[src/verilog/bsf_cfg.svh]
`ifndef BSF_CFG_SVH
`define BSF_CFG_SVH
// bit positions inside the status flags register
`define BSF_FLAG_C 0
`define BSF_FLAG_Z 1
`define BSF_FLAG_N 2
`define BSF_FLAG_V 3
`define BSF_FLAG_S 4
`define BSF_FLAG_H 5
`define BSF_FLAG_T 6
`define BSF_FLAG_I 7
// instruction cost in core cycles
`define BSF_CYC_PLAIN 3'h1
`define BSF_CYC_SKIP_SHORT 3'h2
`define BSF_CYC_SKIP_LONG 3'h3
`define BSF_CYC_BRANCH_TAKEN 3'h2
`define BSF_CYC_REL_JUMP 3'h2
`define BSF_CYC_IND_JUMP 3'h2
`define BSF_CYC_REL_ENTRY 3'h3
`define BSF_CYC_IND_ENTRY 3'h3
`define BSF_CYC_DIR_ENTRY 3'h4
`define BSF_CYC_EXIT 3'h4
// reset values
`define BSF_PC_RST 16'h0000
`define BSF_FLAGS_RST 8'h00
`endif

[src/verilog/bsf_pkg.sv]
package bsf_pkg;
  typedef enum logic [4:0] {
    OP_OTHER,
    OP_COMPARE_SKIP_IF_EQUAL,
    OP_COMPARE_REGISTERS,
    OP_COMPARE_WITH_CARRY,
    OP_COMPARE_IMMEDIATE,
    OP_SKIP_REG_BIT_CLEAR,
    OP_SKIP_REG_BIT_SET,
    OP_SKIP_IO_BIT_CLEAR,
    OP_SKIP_IO_BIT_SET,
    OP_BRANCH_FLAG_SET,
    OP_BRANCH_FLAG_CLEAR,
    OP_BRANCH_EQUAL,
    OP_BRANCH_NOT_EQUAL,
    OP_BRANCH_CARRY_SET,
    OP_BRANCH_CARRY_CLEAR,
    OP_BRANCH_SAME_OR_HIGHER,
    OP_BRANCH_LOWER,
    OP_BRANCH_MINUS,
    OP_BRANCH_PLUS,
    OP_BRANCH_SIGNED_GE,
    OP_BRANCH_SIGNED_LT,
    OP_BRANCH_HALFCARRY_SET,
    OP_BRANCH_HALFCARRY_CLEAR,
    OP_BRANCH_TRANSFER_BIT_SET,
    OP_BRANCH_TRANSFER_BIT_CLEAR,
    OP_RELATIVE_JUMP,
    OP_INDIRECT_JUMP,
    OP_RELATIVE_SUBROUTINE_ENTRY,
    OP_INDIRECT_SUBROUTINE_ENTRY,
    OP_DIRECT_SUBROUTINE_ENTRY,
    OP_SUBROUTINE_EXIT,
    OP_INTERRUPT_EXIT
  } bsf_op_t;

  typedef struct packed {
    bsf_op_t op;
    logic [2:0] bitSel;
    logic [11:0] offset;
    logic [7:0] imm;
    logic [15:0] target;
  } bsf_instr_t;

  typedef struct packed {
    logic h;
    logic v;
    logic n;
    logic z;
    logic c;
  } bsf_cmpflags_t;

  typedef struct packed {
    logic push;
    logic pop;
    logic [15:0] addr;
  } bsf_stack_t;

  typedef enum logic {ST_EXEC, ST_HOLD} bsf_state_t;
endpackage

[src/verilog/bsf_compare_unit.sv]
`timescale 1ns/1ps
`default_nettype none
module bsf_compare_unit
  import bsf_pkg::*;
(
  // operands
  input wire logic [7:0] lhs,
  input wire logic [7:0] rhs,
  input wire logic useCarry,
  input wire logic carryIn,
  input wire logic zeroIn,
  // flags
  output bsf_cmpflags_t flags
);
  logic [7:0] diff;
  logic borrowIn;

  always_comb
  begin
    borrowIn = useCarry & carryIn;
    diff = 8'(lhs - rhs - {7'h00, borrowIn});
    flags.h = (~lhs[3] & rhs[3]) | (rhs[3] & diff[3]) | (diff[3] & ~lhs[3]);
    flags.v = (lhs[7] & ~rhs[7] & ~diff[7]) | (~lhs[7] & rhs[7] & diff[7]);
    flags.n = diff[7];
    // with carry, zero can only stay set so multi-byte compares chain
    flags.z = (diff == 8'h00) & (~useCarry | zeroIn);
    flags.c = (~lhs[7] & rhs[7]) | (rhs[7] & diff[7]) | (diff[7] & ~lhs[7]);
  end
endmodule // bsf_compare_unit
`default_nettype wire

[src/verilog/bsf_flow_control.sv]
`timescale 1ns/1ps
`default_nettype none
`include "bsf_cfg.svh"
module bsf_flow_control
  import bsf_pkg::*;
#(
  parameter int PC_W = 13,
  parameter bit HAS_DIRECT_ENTRY = 1'b1
)
(
  // clock and reset
  input wire logic sys_clk,
  input wire logic sys_rst,
  // decoded instruction
  input wire logic instrValid,
  input wire bsf_instr_t instr,
  input wire logic nextTwoWord,
  output logic instrReady,
  // operands
  input wire logic [7:0] rdVal,
  input wire logic [7:0] rrVal,
  input wire logic ioBit,
  input wire logic [15:0] zPtr,
  input wire logic [15:0] stackTop,
  input wire logic [7:0] statusFlags,
  // results
  output logic [PC_W-1:0] pcOut,
  output logic [7:0] flagsOut,
  output logic flagsWe,
  output bsf_stack_t stackOp
);
  if (PC_W < 12 || PC_W > 16)
  begin : g_bad_pc_w
    $error("PC_W must lie between 12 and 16");
  end

  bsf_state_t state_ff, nxt_state;
  logic [1:0] cnt_ff, nxt_cnt;
  logic [PC_W-1:0] pc_ff, nxt_pc;
  logic [7:0] flags_ff, nxt_flags;
  logic flagsWe_ff, nxt_flagsWe;
  bsf_stack_t stack_ff, nxt_stack;

  logic accept;
  logic busy;
  logic [PC_W-1:0] pcInc;
  logic [PC_W-1:0] relTarget;
  logic [PC_W-1:0] skipTarget;
  logic [2:0] skipCyc;
  logic condBit;
  logic isBranch;
  logic isCompare;
  logic skipHit;
  logic [7:0] cmpRhs;
  bsf_cmpflags_t cmpFlags;
  logic [2:0] cyc;

  assign busy = (state_ff == ST_HOLD);
  assign instrReady = ~busy;
  assign accept = instrValid & ~busy;
  assign pcInc = PC_W'(pc_ff + PC_W'(1));
  assign relTarget = PC_W'(pc_ff + PC_W'($signed(instr.offset)) + PC_W'(1));
  // skipping a two-word instruction costs one extra fetch
  assign skipTarget = PC_W'(pc_ff + (nextTwoWord ? PC_W'(3) : PC_W'(2)));
  assign skipCyc = nextTwoWord ? `BSF_CYC_SKIP_LONG : `BSF_CYC_SKIP_SHORT;

  assign cmpRhs = (instr.op == OP_COMPARE_IMMEDIATE) ? instr.imm : rrVal;
  // branches sit as one unbroken run inside the opcode enum
  assign isBranch = instr.op inside
    {[OP_BRANCH_FLAG_SET:OP_BRANCH_TRANSFER_BIT_CLEAR]};
  assign isCompare = instr.op inside
    {OP_COMPARE_REGISTERS, OP_COMPARE_WITH_CARRY, OP_COMPARE_IMMEDIATE};

  bsf_compare_unit u_bsf_compare_unit
  (
    .lhs(rdVal),
    .rhs(cmpRhs),
    .useCarry(instr.op == OP_COMPARE_WITH_CARRY),
    .carryIn(statusFlags[`BSF_FLAG_C]),
    .zeroIn(statusFlags[`BSF_FLAG_Z]),
    .flags(cmpFlags)
  );

  // branch condition and skip test
  always_comb
  begin
    condBit = 1'b0;
    skipHit = 1'b0;
    unique case (instr.op)
      OP_BRANCH_FLAG_SET: condBit = statusFlags[instr.bitSel];
      OP_BRANCH_FLAG_CLEAR: condBit = ~statusFlags[instr.bitSel];
      OP_BRANCH_EQUAL: condBit = statusFlags[`BSF_FLAG_Z];
      OP_BRANCH_NOT_EQUAL: condBit = ~statusFlags[`BSF_FLAG_Z];
      OP_BRANCH_CARRY_SET,
      OP_BRANCH_LOWER: condBit = statusFlags[`BSF_FLAG_C];
      OP_BRANCH_CARRY_CLEAR,
      OP_BRANCH_SAME_OR_HIGHER: condBit = ~statusFlags[`BSF_FLAG_C];
      OP_BRANCH_MINUS: condBit = statusFlags[`BSF_FLAG_N];
      OP_BRANCH_PLUS: condBit = ~statusFlags[`BSF_FLAG_N];
      // sign taken from N and V, not the stored S bit
      OP_BRANCH_SIGNED_GE:
        condBit = ~(statusFlags[`BSF_FLAG_N] ^ statusFlags[`BSF_FLAG_V]);
      OP_BRANCH_SIGNED_LT:
        condBit = statusFlags[`BSF_FLAG_N] ^ statusFlags[`BSF_FLAG_V];
      OP_BRANCH_HALFCARRY_SET: condBit = statusFlags[`BSF_FLAG_H];
      OP_BRANCH_HALFCARRY_CLEAR: condBit = ~statusFlags[`BSF_FLAG_H];
      OP_BRANCH_TRANSFER_BIT_SET: condBit = statusFlags[`BSF_FLAG_T];
      OP_BRANCH_TRANSFER_BIT_CLEAR: condBit = ~statusFlags[`BSF_FLAG_T];
      OP_COMPARE_SKIP_IF_EQUAL: skipHit = (rdVal == rrVal);
      OP_SKIP_REG_BIT_CLEAR: skipHit = ~rrVal[instr.bitSel];
      OP_SKIP_REG_BIT_SET: skipHit = rrVal[instr.bitSel];
      OP_SKIP_IO_BIT_CLEAR: skipHit = ~ioBit;
      OP_SKIP_IO_BIT_SET: skipHit = ioBit;
      default: ;
    endcase
  end

  // program counter, stall counter, flags and stack requests
  always_comb
  begin
    nxt_state = state_ff;
    nxt_cnt = cnt_ff;
    nxt_pc = pc_ff;
    nxt_flags = flags_ff;
    nxt_flagsWe = 1'b0;
    nxt_stack = '0;
    cyc = `BSF_CYC_PLAIN;
    if (busy)
    begin
      // later cycles of a multi-cycle instruction take no new work
      nxt_cnt = 2'(cnt_ff - 2'h1);
      if (cnt_ff == 2'h1)
        nxt_state = ST_EXEC;
    end
    else if (accept)
    begin
      nxt_pc = pcInc;
      nxt_flags = statusFlags;
      if (isBranch && condBit)
      begin
        nxt_pc = relTarget;
        cyc = `BSF_CYC_BRANCH_TAKEN;
      end
      else if (skipHit)
      begin
        nxt_pc = skipTarget;
        cyc = skipCyc;
      end
      else if (isCompare)
      begin
        nxt_flags[`BSF_FLAG_Z] = cmpFlags.z;
        nxt_flags[`BSF_FLAG_N] = cmpFlags.n;
        nxt_flags[`BSF_FLAG_V] = cmpFlags.v;
        nxt_flags[`BSF_FLAG_C] = cmpFlags.c;
        nxt_flags[`BSF_FLAG_H] = cmpFlags.h;
        nxt_flagsWe = 1'b1;
      end
      else
      begin
        unique case (instr.op)
          OP_RELATIVE_JUMP:
          begin
            nxt_pc = relTarget;
            cyc = `BSF_CYC_REL_JUMP;
          end
          OP_INDIRECT_JUMP:
          begin
            nxt_pc = zPtr[PC_W-1:0];
            cyc = `BSF_CYC_IND_JUMP;
          end
          OP_RELATIVE_SUBROUTINE_ENTRY:
          begin
            nxt_stack.push = 1'b1;
            nxt_stack.addr = 16'(pcInc);
            nxt_pc = relTarget;
            cyc = `BSF_CYC_REL_ENTRY;
          end
          OP_INDIRECT_SUBROUTINE_ENTRY:
          begin
            nxt_stack.push = 1'b1;
            nxt_stack.addr = 16'(pcInc);
            nxt_pc = zPtr[PC_W-1:0];
            cyc = `BSF_CYC_IND_ENTRY;
          end
          OP_DIRECT_SUBROUTINE_ENTRY:
            // small-memory variant lacks it and treats it as one-cycle no-op
            if (HAS_DIRECT_ENTRY)
            begin
              nxt_stack.push = 1'b1;
              nxt_stack.addr = 16'(PC_W'(pc_ff + PC_W'(2)));
              nxt_pc = instr.target[PC_W-1:0];
              cyc = `BSF_CYC_DIR_ENTRY;
            end
          OP_SUBROUTINE_EXIT:
          begin
            nxt_stack.pop = 1'b1;
            nxt_pc = stackTop[PC_W-1:0];
            cyc = `BSF_CYC_EXIT;
          end
          OP_INTERRUPT_EXIT:
          begin
            nxt_stack.pop = 1'b1;
            nxt_pc = stackTop[PC_W-1:0];
            nxt_flags[`BSF_FLAG_I] = 1'b1;
            nxt_flagsWe = 1'b1;
            cyc = `BSF_CYC_EXIT;
          end
          default: ;
        endcase
      end
      nxt_cnt = 2'(cyc - 3'h1);
      if (cyc != `BSF_CYC_PLAIN)
        nxt_state = ST_HOLD;
    end
  end

  always_ff @(posedge sys_clk or posedge sys_rst)
  begin
    if (sys_rst)
    begin
      state_ff <= ST_EXEC;
      cnt_ff <= 2'h0;
      pc_ff <= PC_W'(`BSF_PC_RST);
      flags_ff <= `BSF_FLAGS_RST;
      flagsWe_ff <= 1'b0;
      stack_ff <= '0;
    end
    else
    begin
      state_ff <= nxt_state;
      cnt_ff <= nxt_cnt;
      pc_ff <= nxt_pc;
      flags_ff <= nxt_flags;
      flagsWe_ff <= nxt_flagsWe;
      stack_ff <= nxt_stack;
    end
  end

  assign pcOut = pc_ff;
  assign flagsOut = flags_ff;
  assign flagsWe = flagsWe_ff;
  assign stackOp = stack_ff;
endmodule // bsf_flow_control
`default_nettype wire

[config.mk]
export PLATFORM = sky130hd
export DESIGN_NAME = bsf_flow_control
export DESIGN_NICKNAME = d
export VERILOG_FILES = /design/src/verilog/bsf_pkg.sv /design/src/verilog/bsf_compare_unit.sv /design/src/verilog/bsf_flow_control.sv
export VERILOG_INCLUDE_DIRS = /design/src /design/src/verilog
export SDC_FILE = /design/constraint.sdc
export NUM_CORES = 1
export LEC_CHECK = 0
export BUFFER_PORTS_ARGS = -buffer_cell sky130_fd_sc_hd__buf_2
export CAP_MARGIN = 15
export CELL_PAD_IN_SITES_DETAIL_PLACEMENT = 0
export CELL_PAD_IN_SITES_GLOBAL_PLACEMENT = 1
export CORE_UTILIZATION = 38
export DETAILED_ROUTE_END_ITERATION = 10
export GPL_TIMING_DRIVEN = 0
export PLACE_DENSITY = 0.85
export SLEW_MARGIN = 20
export SYNTH_ARGS = -nofsm -noshare
export SYNTH_HDL_FRONTEND = slang
export SYNTH_SLANG_ARGS = --single-unit
[constraint.sdc]
create_clock -name sys_clk -period 3.7 [get_ports sys_clk]
set_input_delay 0.37 -clock sys_clk [delete_from_list [all_inputs] [get_ports sys_clk]]
set_output_delay 0.37 -clock sys_clk [all_outputs]
set_load 0.02 [all_outputs]
Yosys cells after proc, flatten, opt, wreduce, memory -nomap -nowiden --
Index checks and enable logic that the tools add are counted.
Operators by class: bitwise logic cells 34, magnitude comparators 3, reductions and logical operators 15, eq/ne operators 34, multiply operators 0, muxes and demuxes 49, add/sub/neg operators 9, shifts and indexed selects 0, divide/modulo/power cells 0
Operators by type and width (number):
- two-way mux 18 bit | 5
- == test 5 bit, second input constant | 16
- case mux 13 bit (4 select lines) | 1
- == test 5 x 4 -> 1 bit, second input constant | 8
- two-way mux 13 bit | 3
- adder 13 x 1 -> 13 bit, second input constant | 2
- case mux 13 bit (2 select lines) | 1
- two-way mux 1 bit | 23
- == test 5 x 3 -> 1 bit, second input constant | 4
- two-way mux 3 bit | 5
- NOT 1 bit | 15
- case mux 1 bit (14 select lines) | 1
- OR reduction 2 bit | 7
- adder 13 bit | 1
- adder 13 x 2 -> 13 bit | 1
- adder 13 x 2 -> 13 bit, second input constant | 1
- bitwise AND 1 bit | 12
- two-way mux 4 bit | 3
- == test 5 x 2 -> 1 bit, second input constant | 2
- case mux 3 bit (3 select lines) | 1
- == test 8 bit | 1
- zero test 8 bit | 1
- two-way mux 8 bit | 1
- subtractor 8 x 1 -> 8 bit | 1
- other kinds (18) | 28
Storage, ports and cells: input bits 105, output and inout bits 41, latch bits 0, word-level logic and storage cells 152, memories 0, RAM bits 0, memory bits (read-only) 0, register bits after elaboration 43

Logic depth before layout (Yosys ltp) --
Gate-level depths: netlist (run 1).
depth after elaboration 12, gate-level depth with buffers 17, gate-level depth less buffers 16

Hierarchy --
From an unflattened synthesis (run 1), not the netlist that was laid out.
Second synthesis, totals: cells, all modules 581, area, all modules 4565.6 um2
By module, submodules not included:
- bsf_flow_control | instances 1, cells an instance 506, seq. area each 1001.0 um2, area an instance 4005.1 um2
- bsf_compare_unit | instances 1, cells an instance 75, seq. area each 0.0 um2, area an instance 560.5 um2

Worst setup path after synthesis (run 1) --
Ideal clock, no wire load.
kind input -> register, start input instr[41] (netlist name), end register flags_ff[3] (netlist: flagsOut[3]), buffers on the path 1, slack -166 ps, arrival time 3731 ps, data required time 3565 ps, stages 17, library setup time 135 ps, path through clkbuf_1 -> nor2b_1 -> nand2_1 -> nor2_1 -> mux2_2 -> fa_1 -> inv_1 -> ha_1 -> nand2_1 -> a21boi_0 -> o21a_1 -> o2111a_1 -> a211oi_1 -> mux2i_1 -> nand2_1 -> o21ai_0 -> o21ai_0
On the way: longest elaborated chain between the ends 10, elaborated cells between the ends (all ways) 47, those cells by class add/sub (2); order compare (2); eq/ne (24); mux (6); bitwise (8); reduce/logical (5)
Ends and longest elaborated chain:
- from (decl) | line bsf_flow_control.sv:16 | input wire bsf_instr_t instr,
- == test 5 x 3 -> 1 bit | line bsf_flow_control.sv:67, bsf_flow_control.sv:71
- two-way mux 8 bit | line bsf_flow_control.sv:67 | assign cmpRhs = (instr.op == OP_COMPARE_IMMEDIATE) ? instr.imm : rrVal;
- subtractor 8 bit | line bsf_compare_unit.sv:21 | diff = 8'(lhs - rhs - {7'h00, borrowIn});
- subtractor 8 x 1 -> 8 bit | line bsf_compare_unit.sv:21
- NOT 1 bit | line bsf_compare_unit.sv:23 | flags.v = (lhs[7] & ~rhs[7] & ~diff[7]) | (~lhs[7] & rhs[7] & diff[7]);
- bitwise AND 1 bit | line bsf_compare_unit.sv:23
- OR 1 bit | line bsf_compare_unit.sv:23
- two-way mux 4 bit | line bsf_flow_control.sv:149 | else if (isCompare)
- two-way mux 4 bit | line bsf_flow_control.sv:144 | else if (skipHit)
- two-way mux 4 bit * | line bsf_flow_control.sv:139 | if (isBranch && condBit)
- to (signal assigned) | line bsf_flow_control.sv:224 | flags_ff <= `BSF_FLAGS_RST;
- to (signal assigned) | line bsf_flow_control.sv:233 | flags_ff <= nxt_flags;
- to (decl) | line bsf_flow_control.sv:40 | logic [7:0] flags_ff, nxt_flags;
Mark *: on every way between the ends. The rest lies on a longest branch, timed or not. A chain may end at the register's enable or synchronous reset.

Final worst setup path (run 1) --
Ends and elaborated chain as after synthesis.

==> summary.md, run 1 <==
| Metric | Value |
|---|---|
| Lkg Pwr | 2.61 nW |
| Area Overhead vs Synth | 23.7% |
| Initial core utilization | 0.397 |
| FFs w/ async S/R, synth | 1.00 |
| Crit path DAT | 3600 ps |
| Antenna diodes | 0 |
| Yosys reg bits | 40 |
| Synth top area cells | dfrtp_1 (22%), ha_1 (9.0%), nand2_1 (5.1%), a21oi_1 (4.3%), o21ai_0 (4.3%) |
| Largest area contributor in the netlist | dfrtp_1 |
| Clk_lat worst skew | 290 ps |
| Peak VDD IR | 259 uV |
| Final slew viol count | 0 |
| Post-Synth Adder-Cell Area | 0.103 |
| Top-area cell type share of the netlist area | 0.217 |
| Compound-cell area share of the yosys netlist | 0.253 |
| Fraction of layout instances using a drive strength above 1 | 0.250 |
| XOR/XNOR Fraction of Synth Area | 0.0646 |
| Num rows | 39 |
| Post-CTS Hold Buffers | 0 |
| Post-route setup slack | 247 ps |
| Final instance area | 5700 sq um |
| Simple-Gate Fraction of Synth Area | 0.219 |
| Mux share of post-synthesis cell area | 0.0749 |
| Initial antenna violation count | 0 |
| Final min period | 3450 ps |
| Fill cell count | 1166 |
| Via count | 5113 |
| Reg-to-Reg End | pcOut[10] |
| Unique masters post-synth | 74 |
| Syn Inst Count | 589 |
| Wirelength per Cell | 18.2 microns |
| GRT Total Usage | 0.253 |
| Slew margin rel. | 0.394 |
| Register area share after synthesis | 0.217 |
| Max Clk Rate | 290 MHz |
| Hold Path Class | in -> async |
| Nets | 873 |
| Max H-tree Level | 2 |
| Largest net degree at the start of global routing | 30 |
| RR Startpoint | pcOut[1] |
| Total wire length | 15900 microns |
| Worst clock skew | 9.77 ps |
| Critical Path RT | 3850 ps |
| First-pass GRT wire length | 25500 microns |
| Pre-CTS setup slack | -551 ps |
| Clk sink count | 40 |
| Hold slack final | 29.2 ps |
| Violated checks | design-rule violations |
| FF-to-FF path depth | 11 |
| Die X | 112 microns |
| 1st-pass router iterations | 9 |
| Crit end category | register |
| Final setup viols | 0 |
| Number of DRC markers in iteration 0 | 381 |
| Largest family of logic cells by synthesized area | compound AO/OA/AOI/OAI gates |
| RSZ-0062 raised after global routing | false |
| Reg clk slew, reported paths | 70 ps |
| Io pins | 146 |
| Final count of hold timing violations | 0 |
| IO buf count | 130 |
| Die footprint | 12600 sq um |
| GR Overflow Total | 0 |
| Core Region | 11600 sq um |
| Outcome | finished, violations left |
| Reg-to-reg setup timing slack | 420 ps |
| Number of synthesized flops with an enable pin | 0 |
| CTS root buf | clkbuf_16 |
| HPWL after detailed placement | 12700 microns |
| Die height | 112 microns |
| Gpl congestion | 0.946 |
| Avg Inst Size Synth | 7.82 sq um |
| Worst Setup Start Kind | primary input |
| Critical path type | in -> reg |
| PwrDens | 539 nW/um^2 |
| Vias per cell | 5.84 |
| Main flop type after synthesis | dfrtp_1 |
| Clock Path Buffers | 2 |
| CP max FO | 9 |
| Remaining antenna violation count | 0 |
| Synth warnings | 0 |
| Total negative setup slack | 0 ps |
| Worst-Margin Slew | 901 ps |
| Fin crit share | 0.933 |
| Power Total | 3.07 mW |
| Vias in the first global route | 4940 |
| Drc violations | 7 |
| CTS Buf Count | 5 |
| Placed inst area | 5470 sq um |
| CTS tree | yes |
| Maxcap violations | 0 |
| Mapped cell area | 4610 sq um |
per-stage QoR:
step	util	cells
after floorplan	-	591
after global placement	0.470	864
after detailed placement	0.471	865
after CTS	0.487	873
after global routing	0.491	876
final	0.491	876
cells by family after synthesis:
family | after synthesis
simple gates | 203
compound gates | 173
buf+inv | 74
flops | 40
fa+ha+maj | 36
xor+xnor | 34
mux | 28
other cells | 1
flip-flops by register name (all words and copies together) (netlist names):
name	count
flagsWe	1
cnt_ff	2
flagsOut	8
busy	1
pcOut	13
stackOp	15
cell usage after synthesis, types with 9 or more instances:
cell type   n
o21ai_0    40
nand3_1    14
nand4_1    11
a21oi_1    40
ha_1       33
xnor2_1    22
dfrtp_1    40
nand2_1    62
mux2_2      9
clkbuf_1   28
inv_1      34
xor2_1     12
nor3_1     16
nor2_1     51
mux2i_1    15
worst max path at each step:
stage / start / endpoint / slack, ps
2_1_floorplan: instr[41] / flagsOut[3] / 80
3_3_place_gp: instr[41] / flagsOut[3] / -520
3_5_place_dp: instr[41] / flagsOut[3] / -550
4_1_cts: instr[43] / flagsOut[3] / 90
5_1_grt: instr[43] / flagsOut[3] / 20
6_report: instr[41] / flagsOut[3] / 250
metal layers:
metal	wire, microns	up-vias	part of all wire	track usage
met5	0	-	0	0
met4	245	0	0.015	0.0658
met3	728	16	0.046	0.0232
met2	7500	166	0.47	0.424
met1	7460	2479	0.47	0.350
li1	-	2452	-	-
placed cells by master, fill, tap and decap left out, types with 5 or more instances in the layout:
master,n
a221oi_1,5
o22ai_1,6
mux2_2,9
clkbuf_1,27
inv_1,33
a222oi_1,6
a211oi_1,5
buf_4,7
nor2_1,49
a22oi_1,7
dfrtp_1,40
o211ai_1,6
ha_1,33
o21a_1,7
mux2i_1,15
o31ai_1,5
nor3_1,16
nor3b_1,6
nand4_1,11
xor2_1,12
nand2_1,62
a31oi_1,5
and3_1,6
buf_2,134
a221o_1,5
o21ai_0,40
xnor2_1,22
a21oi_1,40
nor2b_1,6
nand3_1,14
clkbuf_16,5
where the power goes:
group	leakage, nW	switching (mW)	internal (mW)
registers	0.516	0.158	0.569
logic	2.02	1.13	0.703
clock network	0.0798	0.195	0.317
total	2.61	1.48	1.59
worst max-delay path: stages:
cell      delay (ps)
clkbuf_2         190
nor2b_4          220
nand2_1          100
nor2_4           170
buf_4            180
mux2_2           350
ha_1             270
inv_1             40
ha_1             340
a21boi_0         150
o21a_1           200
o2111a_1         260
a211oi_4         270
mux2i_1          230
nand2_1           70
o21ai_0          100
o21ai_0           90
area by class of cell:
class	instances	area, sq um	area share
well taps	143	179	0.0314
clock inverters	3	42.5	0.00746
multi-input cells	477	3340	0.587
inverters	34	128	0.0224
repair buffers	134	693	0.122
clock buffers	5	125	0.0220
flip-flops and latches	40	1000	0.176
plain buffers	40	188	0.0329
what timing repair did:
action,4_1_cts,5_1_grt
endpoints found under the setup margin,3,3
gates resized for setup,4,4
buffers inserted,0,3
pin swaps,0,1
Power figures use the tool's default switching activity.
==> run 2: changes to the inputs <==
--- a/config.mk
+++ b/config.mk
@@ -6,11 +6,12 @@
 export SDC_FILE = /design/constraint.sdc
 export NUM_CORES = 1
 export LEC_CHECK = 0
+export ABC_AREA = 1
 export BUFFER_PORTS_ARGS = -buffer_cell sky130_fd_sc_hd__buf_2
 export CAP_MARGIN = 15
 export CELL_PAD_IN_SITES_DETAIL_PLACEMENT = 0
 export CELL_PAD_IN_SITES_GLOBAL_PLACEMENT = 1
-export CORE_UTILIZATION = 38
+export CORE_UTILIZATION = 36
 export DETAILED_ROUTE_END_ITERATION = 10
 export GPL_TIMING_DRIVEN = 0
 export PLACE_DENSITY = 0.85
==> run 2 against run 1 <==
Against the previous run: the flow now finishes without violations; fmax increased by 5.7%; total power increased by 12%; clock skew decreased by 2.5 ps; setup slack improved by 190 ps; cell count increased by 39%; cell area increased by 9.3%; largest power group unchanged; first-iteration DRC count increased by 5.5%; synthesized cell count increased by 52%; critical path depth decreased by 1; area after synthesis increased by 12%.
==> summary.md, run 2 <==
| Metric | Value |
|---|---|
| Outcome | finished, final reports clean |
| Synth top area cells | nand2_1 (23%), dfrtp_1 (19%), inv_1 (9.3%), ha_1 (8.0%), nand3_1 (7.9%) |
| Worst-Margin Slew | 541 ps (-360 ps) |
| Io pins | 146 (unchanged) |
| Clk pwr share | 0.141 (-0.026) |
| Via count | 5943 (+16%) |
| Gpl congestion | 0.884 (-6.5%) |
| Maxcap violations | 0 (unchanged) |
| Most frequent cells in the layout | nand2_1 (323), buf_2 (141), inv_1 (127), nor2_1 (84), nand3_1 (81) |
| Critical path type | in -> reg |
| Total wire length | 17200 microns (+8.2%) |
| Critical Path RT | 3920 ps (+70 ps) |
| Nets | 1175 (+35%) |
| Num rows | 43 (+10%) |
| Power Total | 3.45 mW (+12%) |
| First-pass GRT wire length | 27100 microns (+6.2%) |
| Comb pwr share | 0.638 (+0.041) |
| Area Overhead vs Synth | 20.7% |
| HPWL after detailed placement | 14500 microns (+14%) |
| Final slew viol count | 0 (unchanged) |
| CTS root buf | clkbuf_16 |
| Hold slack final | 99.6 ps (+70.3 ps) |
| Number of synthesized flops with an enable pin | 0 (unchanged) |
| Vias in the first global route | 5680 (+15%) |
| Final count of hold timing violations | 0 (unchanged) |
| Crit path DAT | 3490 ps (-110 ps) |
| Unique masters post-synth | 37 (-50%) |
| Reg clk slew, reported paths | 60 ps (about the same) |
| Yosys reg bits | 40 (unchanged) |
| IO buf count | 129 (-0.77%) |
| Seq pwr share | 0.221 (-0.015) |
| Crit end category | register |
| Clk sink count | 40 (unchanged) |
| PwrDens | 554 nW/um^2 (+2.7%) |
| Clk_lat worst skew | 280 ps (about the same) |
| Vias per cell | 4.89 (-16%) |
| Fill cell count | 1551 (+33%) |
| Wirelength per Cell | 14.2 microns (-22%) |
| Main flop type after synthesis | dfrtp_1 |
| Reg-to-reg setup timing slack | 1030 ps (+610 ps) |
| Core Region | 13900 sq um (+20%) |
| GR Overflow Total | 0 (unchanged) |
| FFs w/ async S/R, synth | 1.00 (unchanged) |
| Worst clock skew | 7.30 ps (-2.47 ps) |
| Hold Path Class | in -> async |
| Largest net degree at the start of global routing | 22 (-27%) |
| Cell with the most instances after synthesis | nand2_1 |
| Fraction of layout instances using a drive strength above 1 | 0.172 (-0.0777) |
| Commonest non-fill, non-tap cell in the layout | nand2_1 |
| Final instance area | 6230 sq um (+9.3%) |
| Drc violations | 0 (-7) |
| Clock Path Buffers | 2 (unchanged) |
| Post-route setup slack | 433 ps (+185 ps) |
| Final min period | 3270 ps (-185 ps) |
| Max FFs per register | 15 (unchanged) |
| Net switching power | 1.79 mW (+20%) |
| Syn Inst Count | 896 (+52%) |
| Lkg Pwr | 3.59 nW (+37%) |
| GRT Total Usage | 0.236 (-0.0164) |
| Register area share after synthesis | 0.194 (-0.0232) |
| CTS Buf Count | 5 (unchanged) |
| Number of DRC markers in iteration 0 | 402 (+5.5%) |
| Final setup viols | 0 (unchanged) |
| Max Clk Rate | 306 MHz (+5.7%) |
| Mapped cell area | 5160 sq um (+12%) |
| Final Util | 0.447 (-0.0438) |
| P_int | 1.66 mW (+4.6%) |
| FF-to-FF path depth | 16 (+5) |
| Peak VDD IR | 308 uV (+19%) |
| Synth warnings | 0 (unchanged) |
| CTS tree | yes |
| Avg Inst Size Synth | 5.76 sq um (-26%) |
| Initial antenna violation count | 1 (+1) |
| Most frequent cells after synthesis | nand2_1 (323), inv_1 (128), nor2_1 (84) |
| RSZ-0062 raised after global routing | false |
| Initial core utilization | 0.370 (-0.0265) |
| Top-area cell type share of the netlist area | 0.235 (+0.0178) |
| Fin crit share | 0.883 (-0.0500) |
| Placed inst area | 6070 sq um (+11%) |
| 1st-pass router iterations | 5 (-4) |
| Die height | 122 microns (+8.6%) |
| Die footprint | 14800 sq um (+18%) |
| CP max FO | 13 (+4) |
| Sw frac | 0.518 (+0.0354) |
| Die X | 122 microns (+8.6%) |
| Worst Setup Start Kind | primary input |
| Slew margin rel. | 0.639 (+0.245) |
| Largest area contributor in the netlist | nand2_1 |
| Remaining antenna violation count | 0 (unchanged) |
| Pre-CTS setup slack | -127 ps (+423 ps) |
| Max H-tree Level | 2 (unchanged) |
## run 2: cell types whose count changed after synthesis, moves of 8 or more
| cell | change |
|---|---|
| nand3_1 | +67 |
| nand2_1 | +261 |
| inv_1 | +94 |
| xor2_1 | +16 |
| mux2_2 | -9 |
| xnor2_1 | -17 |
| buf_2 | +8 |
| mux2i_1 | -14 |
| o21ai_0 | -16 |
| clkbuf_1 | -20 |
| nor2_1 | +33 |
## run 2: repair_timing
item / in CTS / in global routing
endpoints found under the setup margin: 0 / 1
hold buffers: 0 / 0
setup buffers: 0 / 0
resized for setup: 0 / 0
## run 2: cell families after synthesis
family          synth area share
xor+xnor                  0.0560
mux                      0.00194
simple gates               0.436
other cells             0.000727
compound gates            0.0875
flops                      0.194
fa+ha+maj                 0.0917
buf+inv                    0.132
## run 2: layout make-up
class	count	area (sq um)	share of cell area
plain buffers	29	169	0.0271
clock buffers	6	129	0.0207
flip-flops and latches	40	1000	0.161
multi-input cells	693	3490	0.560
repair buffers	130	673	0.108
diodes	1	2.50	0.000402
well taps	180	225	0.0362
clock inverters	2	35.0	0.00562
inverters	135	507	0.0814
## run 2: layer usage
metal / track usage / share of wire / vias to the layer above
met5: 0 / 0 / -
met4: 0.0725 / 0.029 / 0
met3: 0.0300 / 0.055 / 33
met2: 0.442 / 0.49 / 190
met1: 0.277 / 0.42 / 2630
li1: - / - / 3090
## run 2: stage by stage
stage          instances  setup TNS (ps)
2_1_floorplan        898               0
3_3_place_gp        1207           -78.3
3_5_place_dp        1208            -127
4_1_cts             1216               0
5_1_grt             1215               0
6_report            1216               0
## run 2: power by group through the flow
| stage | logic [mW] | registers [mW] | clock network (mW) |
|---|---|---|---|
| after CTS | 2.21 | 0.760 | 0.497 |
| final | 2.20 | 0.762 | 0.487 |
| after global routing | 2.48 | 0.774 | 0.523 |
| after floorplan | 1.46 | 0.838 | 0 |
| after global placement | 2.18 | 0.769 | 0 |
| after detailed placement | 2.19 | 0.764 | 0 |
## run 2: worst max-delay path: stages
cell and delay [ps]:
buf_2 150, nor2_2 380, nand3_1 270, inv_1 350, o21ai_0 180, fa_1 460
fa_1 410, nand2_1 120, nand2_1 60, a211oi_1 280, nand3b_1 120, nor2_1 100
nand3_1 70, nand2_1 60, nand2_1 60, nand2_1 50
## run 2: path summary, 6_finish.rpt
check	start	endpoint
max	instr[40]	flagsOut[1]
min	sys_rst	flagsWe
max reg2reg	pcOut[0]	pcOut[12]
min reg2reg	flagsOut[7]	flagsOut[7]
max in group asynchronous	sys_rst	pcOut[9]
min in group sys_clk	instrValid	cnt_ff[0]
